<file path="config.mk">
export PLATFORM = sky130hd
export DESIGN_NAME = adc_control_status_sequencer
export DESIGN_NICKNAME = d
export VERILOG_FILES = /design/src/adc_pkg.sv /design/src/adc_control_status_sequencer.sv /design/src/adc_result_regs.sv
export SDC_FILE = /design/constraint.sdc
export NUM_CORES = 1
export LEC_CHECK = 0
export ABC_AREA = 1
export BUFFER_PORTS_ARGS = -buffer_cell sky130_fd_sc_hd__buf_2
export CAP_MARGIN = 10
export CORE_AREA = 2 2 112 114
export DETAILED_ROUTE_END_ITERATION = 10
export DIE_AREA = 0 0 114 116
export HOLD_SLACK_MARGIN = 0.06
export PLACE_DENSITY = 0.83
export SYNTH_ARGS = -nofsm -noshare
export SYNTH_HDL_FRONTEND = slang
export SYNTH_HIERARCHICAL = 1
export SYNTH_SLANG_ARGS = --single-unit
</file>
<file path="constraint.sdc">
create_clock -name pclk -period 1.4 [get_ports pclk]
set_input_delay 0.07 -clock pclk [delete_from_list [all_inputs] [get_ports pclk]]
set_output_delay 0.07 -clock pclk [all_outputs]
set_load 0.05 [all_outputs]
</file>
<file path="src/adc_pkg.sv">
// Constants and types shared by the converter control block.
// Assumes a 100 MHz pclk and an 8-bit APB byte address.
package adc_pkg;

  // APB byte addresses, one aligned word per register
  localparam logic [7:0] CSR_ADDR = 8'h00;
  localparam logic [7:0] CFG_ADDR = 8'h04;
  localparam logic [7:0] RES_BASE_ADDR = 8'h20;
  localparam logic [2:0] RES_PAGE = 3'h1;

  // Control/status register fields
  localparam int FLAG_BIT = 7;
  localparam int IE_BIT = 6;
  localparam int RUN_BIT = 5;
  localparam int RSVD_BIT = 4;
  localparam int SEL_MSB = 3;

  // Configuration register fields
  localparam int SCAN_EN_BIT = 5;
  localparam int SCAN_WIDTH_BIT = 4;

  // Values after reset
  localparam logic [7:0] CSR_RESET = 8'h00;
  localparam logic [1:0] MODE_RESET = 2'h0;
  localparam logic [9:0] RESULT_RESET = 10'h000;

  // Mode field encodings
  localparam logic [1:0] MODE_SCAN4 = 2'h2;
  localparam logic [1:0] MODE_SCAN8 = 2'h3;

  // Converter geometry
  localparam int RESULT_W = 10;
  localparam int NUM_CH = 8;
  localparam int CH_W = 3;
  localparam int RES_PAD = 6;

  typedef enum logic [1:0] {
    DEC_CSR = 2'b00,
    DEC_CFG = 2'b01,
    DEC_RES = 2'b10,
    DEC_NONE = 2'b11
  } decode_t;

  typedef enum logic {
    SEQ_IDLE = 1'b0,
    SEQ_CONVERT = 1'b1
  } seq_state_t;

endpackage

</file>
<file path="src/adc_control_status_sequencer.sv">
// Control/status register, mode register and conversion sequencer
// for one successive-approximation converter, with an APB slave.
// Assumes the converter core answers each start with one done pulse
// on pclk, and that dma_ack marks bus cycles of the interrupt's DMA.
// How it works
// - Single mode sets the end flag when the chosen channel finishes.
// - Scan mode sets the end flag only after the whole group finishes.
// - Flag clears by writing 0 after reading it as 1; writing 1 ignored.
// - A DMA read of any result register clears the end flag.
// - Interrupt request is flag AND enable, off when enable is 0.
// - Writing run 0 stops conversion at once and returns to idle.
// - Writing run 1 starts conversion per current mode and channel.
// - Single mode clears the run bit itself when conversion ends.
// - Scan mode repeats the group until run is written 0 or reset.
// - Reserved bit 4 reads zero and ignores writes.
// - Single mode converts the input equal to the code; 1XXX banned.
// - Four-scan starts at input 0 or 4, low bits plus one give count.
// - Eight-scan code n converts inputs 0 through n; 1XXX banned.
// - Each result lands left-aligned in its channel register, low zero.
// - Mode upper bit 0 single, 10 four-scan, 11 eight-scan.
// - After the last group channel the scan restarts at the first.
//
// Our own choices: register access over APB and the placing of the registers.
`timescale 1ns/10ps
module adc_control_status_sequencer import adc_pkg::*; (
  input wire logic pclk, // Bus clock, 100 MHz
  input wire logic presetn, // Async reset, active low
  input wire logic psel, // APB select
  input wire logic penable, // APB access phase
  input wire logic pwrite, // APB direction, 1 write
  input wire logic [7:0] paddr, // APB byte address
  input wire logic [31:0] pwdata, // APB write data
  output logic [31:0] prdata, // APB read data
  output logic pready, // APB ready
  output logic pslverr, // APB error, unmapped address
  input wire logic dma_ack, // Access made by the DMA controller
  output logic conv_start, // One-cycle start to the core
  output logic conv_abort, // One-cycle abort to the core
  output logic [CH_W-1:0] conv_channel, // Channel being converted
  input wire logic conv_done, // One-cycle done from the core
  input wire logic [RESULT_W-1:0] conv_result, // Result with done
  output logic conv_end_irq // Conversion-end interrupt request
);

  function automatic decode_t decode(input logic [7:0] a);
    if (a == CSR_ADDR) begin
      decode = DEC_CSR;
    end else if (a == CFG_ADDR) begin
      decode = DEC_CFG;
    end else if (a[7:5] == RES_PAGE && a[1:0] == 2'h0) begin
      decode = DEC_RES;
    end else begin
      decode = DEC_NONE;
    end
  endfunction

  // First channel of the group for a mode and channel code
  function automatic logic [CH_W-1:0] first_ch(input logic [1:0] m,
                                               input logic [2:0] s);
    if (!m[1]) begin
      first_ch = s;
    end else if (m == MODE_SCAN4) begin
      first_ch = {s[2], 2'h0};
    end else begin
      first_ch = 3'h0;
    end
  endfunction

  // Last channel of the group
  function automatic logic [CH_W-1:0] last_ch(input logic [1:0] m,
                                              input logic [2:0] s);
    if (!m[1]) begin
      last_ch = s;
    end else if (m == MODE_SCAN4) begin
      last_ch = {s[2], s[1:0]};
    end else begin
      last_ch = s;
    end
  endfunction

  logic flag, next_flag;
  logic ie, next_ie;
  logic run, next_run;
  logic [3:0] sel, next_sel;
  logic [1:0] mode, next_mode;
  logic armed, next_armed;
  seq_state_t state, next_state;
  logic [CH_W-1:0] next_ch;
  logic next_conv_start, next_conv_abort, next_irq;
  logic [31:0] next_prdata;
  logic next_pready, next_pslverr;
  logic [15:0] res_word;
  decode_t dec;
  logic xfer, wr, rd, csr_wr, csr_stop, csr_go, done_ev;
  logic set_ev, clr_ev;

  assign dec = decode(paddr);
  assign xfer = psel && penable && pready;
  assign wr = xfer && pwrite;
  assign rd = xfer && !pwrite;
  assign csr_wr = wr && dec == DEC_CSR;
  assign csr_stop = csr_wr && !pwdata[RUN_BIT];
  assign csr_go = csr_wr && pwdata[RUN_BIT];
  assign done_ev = state == SEQ_CONVERT && conv_done;

  adc_result_regs u_results (
    .pclk(pclk),
    .presetn(presetn),
    .wr_en(done_ev && !csr_stop),
    .wr_idx(conv_channel),
    .wr_data(conv_result),
    .rd_idx(paddr[4:2]),
    .rd_data(res_word)
  );

  // Bus side: zero wait states, data prepared in the setup cycle
  always_comb begin
    next_pready = psel && !penable;
    next_pslverr = 1'b0;
    next_prdata = prdata;
    if (psel && !penable) begin
      next_pslverr = dec == DEC_NONE;
      if (!pwrite) begin
        if (dec == DEC_CSR) begin
          // Reserved bit forced low
          next_prdata = {24'h0, flag, ie, run, 1'b0, sel};
        end else if (dec == DEC_CFG) begin
          next_prdata = {26'h0, mode, 4'h0};
        end else if (dec == DEC_RES) begin
          next_prdata = {16'h0, res_word};
        end else begin
          next_prdata = 32'h0;
        end
      end
    end
  end

  always_ff @(posedge pclk or negedge presetn) begin
    if (!presetn) begin
      pready <= 1'b0;
      pslverr <= 1'b0;
      prdata <= 32'h0;
    end else begin
      pready <= next_pready;
      pslverr <= next_pslverr;
      prdata <= next_prdata;
    end
  end

  // Registers and sequencer
  always_comb begin
    next_ie = ie;
    next_run = run;
    next_sel = sel;
    next_mode = mode;
    next_armed = armed;
    next_state = state;
    next_ch = conv_channel;
    next_conv_start = 1'b0;
    next_conv_abort = 1'b0;
    set_ev = 1'b0;
    clr_ev = 1'b0;
    if (csr_wr) begin
      next_ie = pwdata[IE_BIT];
      next_sel = pwdata[SEL_MSB:0];
      next_run = pwdata[RUN_BIT];
      // Only a write of 0 after a read of 1 clears; 1 does nothing
      clr_ev = !pwdata[FLAG_BIT] && armed;
      next_armed = 1'b0;
    end
    if (rd && dec == DEC_CSR && prdata[FLAG_BIT]) begin
      next_armed = 1'b1;
    end
    if (rd && dec == DEC_RES && dma_ack) begin
      clr_ev = 1'b1;
    end
    if (wr && dec == DEC_CFG) begin
      next_mode = {pwdata[SCAN_EN_BIT], pwdata[SCAN_WIDTH_BIT]};
    end
    case (state)
      SEQ_IDLE: begin
        if (csr_go) begin
          // Channel code comes from the same write that sets run
          next_ch = first_ch(mode, pwdata[2:0]);
          next_conv_start = 1'b1;
          next_state = SEQ_CONVERT;
        end
      end
      SEQ_CONVERT: begin
        if (csr_stop) begin
          next_conv_abort = 1'b1;
          next_state = SEQ_IDLE;
        end else if (conv_done) begin
          if (!mode[1]) begin
            set_ev = 1'b1;
            next_run = 1'b0;
            next_state = SEQ_IDLE;
          end else if (conv_channel == last_ch(mode, sel[2:0])) begin
            set_ev = 1'b1;
            next_ch = first_ch(mode, sel[2:0]);
            next_conv_start = 1'b1;
          end else begin
            next_ch = conv_channel + 3'h1;
            next_conv_start = 1'b1;
          end
        end
      end
      default: begin
        next_state = SEQ_IDLE;
      end
    endcase
    // A new end event outranks a clear in the same cycle
    next_flag = set_ev ? 1'b1 : (clr_ev ? 1'b0 : flag);
    next_irq = next_flag && next_ie;
  end

  always_ff @(posedge pclk or negedge presetn) begin
    if (!presetn) begin
      flag <= CSR_RESET[FLAG_BIT];
      ie <= CSR_RESET[IE_BIT];
      run <= CSR_RESET[RUN_BIT];
      sel <= CSR_RESET[SEL_MSB:0];
      mode <= MODE_RESET;
      armed <= 1'b0;
      state <= SEQ_IDLE;
      conv_channel <= 3'h0;
      conv_start <= 1'b0;
      conv_abort <= 1'b0;
      conv_end_irq <= 1'b0;
    end else begin
      flag <= next_flag;
      ie <= next_ie;
      run <= next_run;
      sel <= next_sel;
      mode <= next_mode;
      armed <= next_armed;
      state <= next_state;
      conv_channel <= next_ch;
      conv_start <= next_conv_start;
      conv_abort <= next_conv_abort;
      conv_end_irq <= next_irq;
    end
  end
endmodule // adc_control_status_sequencer

</file>
<file path="src/adc_result_regs.sv">
// Per-channel conversion result storage, read as left-aligned words.
// Assumes writes come only from the sequencer on pclk.
`timescale 1ns/10ps
module adc_result_regs import adc_pkg::*; (
  input wire logic pclk, // Bus clock
  input wire logic presetn, // Async reset, active low
  input wire logic wr_en, // Store a finished result
  input wire logic [CH_W-1:0] wr_idx, // Channel of the result
  input wire logic [RESULT_W-1:0] wr_data, // Converted value
  input wire logic [CH_W-1:0] rd_idx, // Channel to read
  output logic [15:0] rd_data // Result, bits 15 to 6
);

  logic [RESULT_W-1:0] result_q [NUM_CH];
  logic [RESULT_W-1:0] next_result [NUM_CH];

  genvar gi;
  generate
    for (gi = 0; gi < NUM_CH; gi++) begin : g_ch
      always_comb begin
        next_result[gi] = result_q[gi];
        if (wr_en && wr_idx == CH_W'(gi)) begin
          next_result[gi] = wr_data;
        end
      end

      always_ff @(posedge pclk or negedge presetn) begin
        if (!presetn) begin
          result_q[gi] <= RESULT_RESET;
        end else begin
          result_q[gi] <= next_result[gi];
        end
      end
    end
  endgenerate

  // Low six bits always read zero
  assign rd_data = {result_q[rd_idx], {RES_PAD{1'b0}}};
endmodule // adc_result_regs

</file>
==> flow_summary_export.csv <==
group,metric,value,unit
route,first_pass_iters,6,
timing,final-setup-viol-count,81,
global_routing,grt_pass1_vias,5328,
worst_setup_path,cp_data_arrival_time,1.90,ns
global_routing,grtUsageTotal,0.258,
cts,cts.clk_slew.worst_paths,0.06,ns
cts,cts.path.max_buffers,2,
worst_setup_path,crit_required,1.67,ns
timing,fmax,613,MHz
worst_setup_path,critical_path.max_stage_delay,0.42,ns
worst_setup_path,start_kind,"flip-flop",
cts,h-tree-depth,4,
floorplan,ios,97,
route,via_count,5608,
global_routing,grt_max_degree,39,
timing,post-route-period-util,1.17,
floorplan,die_area,0.0132,sq mm
min_path,hp-class,"in -> reg",
layout,nets,934,
route,final_antenna_net_count,0,
placement,place_ws,-0.0572,ns
layout,area_growth,27.3,%
placement,dp_hpwl,9910,microns
layout,layout-drive-gt1-share,0.236,
layout,fin_area,0.00760,sq mm
global_routing,grt_pass1_wl,26200,microns
worst_setup_path,cp-end-kind,"flip-flop",
layout,final_util,0.638,
floorplan,die_h,116,microns
yosys,synth-seq-cells,115,
placement,place_inst,978,
layout,final_cell_count_no_fill,1036,
timing,setup_tns,-7.48,ns
yosys,synth_area,0.00597,sq mm
cts,cts_tree,"built",
yosys,ys.warnings.count,6,
worst_setup_path,cp_cell_sequence,"nand3_4 -> nor2_4 -> nand3_4 -> nand2_2 -> inv_2 -> inv_2 -> nor2_4 -> nand3_2 -> buf_12 -> nand2_1 -> o21ai_1",
worst_setup_path,crit_slowest_cell,"dfrtp_2",
global_routing,antenna_found_initial,0,
placement,numPortBuffers,56,
route,wire_per_inst,16.5,microns
yosys,syn_area_per_cell,7.70,sq um
placement,gp_congestion,0.909,
worst_setup_path,critPathMaxFanout,20,
cts,worst_skew_pair.late_latency,0.41,ns
yosys,syn_inst,775,
power_and_ir_drop,p_per_area,1210,mW/mm^2
power_and_ir_drop,power,9.16,mW
layout,n_antenna_cell,0,
run,cap_violations,0,
power_and_ir_drop,ir_drop,789,uV
route,totalWireLength,17100,microns
yosys,yosysSeqAreaShare,0.482,
worst_setup_path,path_class,"reg -> reg",
timing,fin_skew,0.00663,ns
floorplan,initial_core_util,0.501,
floorplan,fp-row-count,40,
route,drc,0,
status,failed_checks,"negative setup slack",
cts,numCtsBuffers,17,
route,viasPerCell,5.41,
power_and_ir_drop,leakage,3.89,nW
timing,report.final.hold_viol_count,0,
timing,rsz0062_at_grt,"yes",
yosys,ys_types,36,
status,status,"complete, but fails checks",
cts,cts_sinks,115,
cts,root_buffer,"clkbuf_16",
timing,worst_hold_slack,0.109,ns
timing,fin_crit,1.63,ns
timing,slew_violations,0,
floorplan,chipWidth,114,microns
route,drt_iter0_markers,543,
global_routing,overflow,0,
timing,setup_ws,-0.232,ns
placement,placed_cell_area,0.00659,sq mm
floorplan,core_area,0.0119,sq mm
## synth_stat cells (all sizes together)
| library cell | instances | area share |
|---|---|---|
| xor2 | 1 | 0.0015 |
| nand4 | 2 | 0.0021 |
| ha | 1 | 0.0021 |
| a32o | 1 | 0.0017 |
| clkbuf | 3 | 0.0021 |
| a2bb2oi | 6 | 0.0088 |
| xnor2 | 1 | 0.0015 |
| conb | 2 | 0.0013 |
| clkinv | 1 | 0.00063 |
| o21ai | 93 | 0.086 |
| a21oi | 11 | 0.0099 |
| mux2 | 2 | 0.0050 |
| nor4 | 2 | 0.0046 |
| nand3 | 58 | 0.049 |
| nor3 | 2 | 0.0036 |
| inv | 117 | 0.074 |
| dfrtp | 115 | 0.48 |
| buf | 52 | 0.061 |
| nor2 | 20 | 0.021 |
| nand2 | 285 | 0.18 |
## routing by layer
layer  part of all wire  track usage
met5                  0            0
met4              0.036        0.112
met1               0.39        0.324
met3              0.091       0.0732
met2               0.49        0.420
## cell type report
class                      instances  area, sq um
multi-input combinational        507         2500
tap                              147          184
inverter                         118          445
clock inverter                    13          181
timing repair buffer             117          957
sequential                       115         2880
fill                             888         4310
clock buffer                      19          443
## sequential cells by signal, indices dropped and copies added (netlist names), 2 cells and up
register            count
mode                    2
u_results/result_q     80
prdata                 16
conv_channel            3
sel                     4
## cell usage in the layout (no fill, tap or decap), types with 2 or more instances in the layout
cell / count
nand4_1: 2
o21ai_1: 66
dfrtp_2: 4
nand2_2: 32
nand3_4: 2
conb_1: 22
nor2_4: 4
nor2_1: 11
nand3_2: 2
o21ai_2: 18
nand3_1: 54
nand2_1: 249
a21oi_1: 10
mux2_4: 2
dfrtp_1: 111
o21ai_0: 9
buf_2: 55
inv_6: 2
clkbuf_16: 17
buf_12: 11
buf_4: 27
clkinv_2: 4
nor2_2: 4
clkinvlp_4: 2
dlygate4sd3_1: 22
a2bb2oi_1: 6
inv_2: 7
inv_1: 109
bufinv_16: 4
nand2_4: 3
## critical path, delay by kind of cell, from the launching register on
kind / cells / cell delay, ns
DFF: 1 / 0.42
and+or+nand+nor: 7 / 0.68
AOI/OAI and AO/OA: 1 / 0.09
buffers and inverters: 3 / 0.29
## worst paths after layout
check	startpoint	endpoint	slack, ns	cells past startpoint
setup / recovery	pready	u_results/result_q[40]	-0.23	11
hold / removal	paddr[6]	prdata[5]	0.11	6
setup reg to reg	pready	u_results/result_q[40]	-0.23	11
hold reg to reg	prdata[12]	prdata[12]	0.48	2
max in group asynchronous	presetn	u_results/result_q[6]	0.70	3
min in group asynchronous	presetn	prdata[3]	0.14	2
## report_power, final
group	switching, mW	internal (mW)	total [mW]	leakage [nW]
Clock	1.56	3.02	4.58	0.304
Sequential	0.0760	3.40	3.48	1.51
Combinational	0.781	0.318	1.10	2.07
## cells by family after synthesis
| family | count (synthesis) | synth area share |
|---|---|---|
| simple gates | 369 | 0.263 |
| buf+inv | 173 | 0.137 |
| flops | 115 | 0.482 |
| compound gates | 111 | 0.106 |
| other cells | 2 | 0.00126 |
| xor+xnor | 2 | 0.00293 |
| mux | 2 | 0.00503 |
| fa+ha+maj | 1 | 0.00210 |
## timing repair
item                                    CTS  global route
cloned                                    1             0
gates resized for setup                  15            24
setup buffers                             0             3
pin swaps                                 1             1
endpoints found under the setup margin   78            86
hold buffers                             22             0
hold endpoints to repair                140             0
Power figures use the tool's default switching activity.
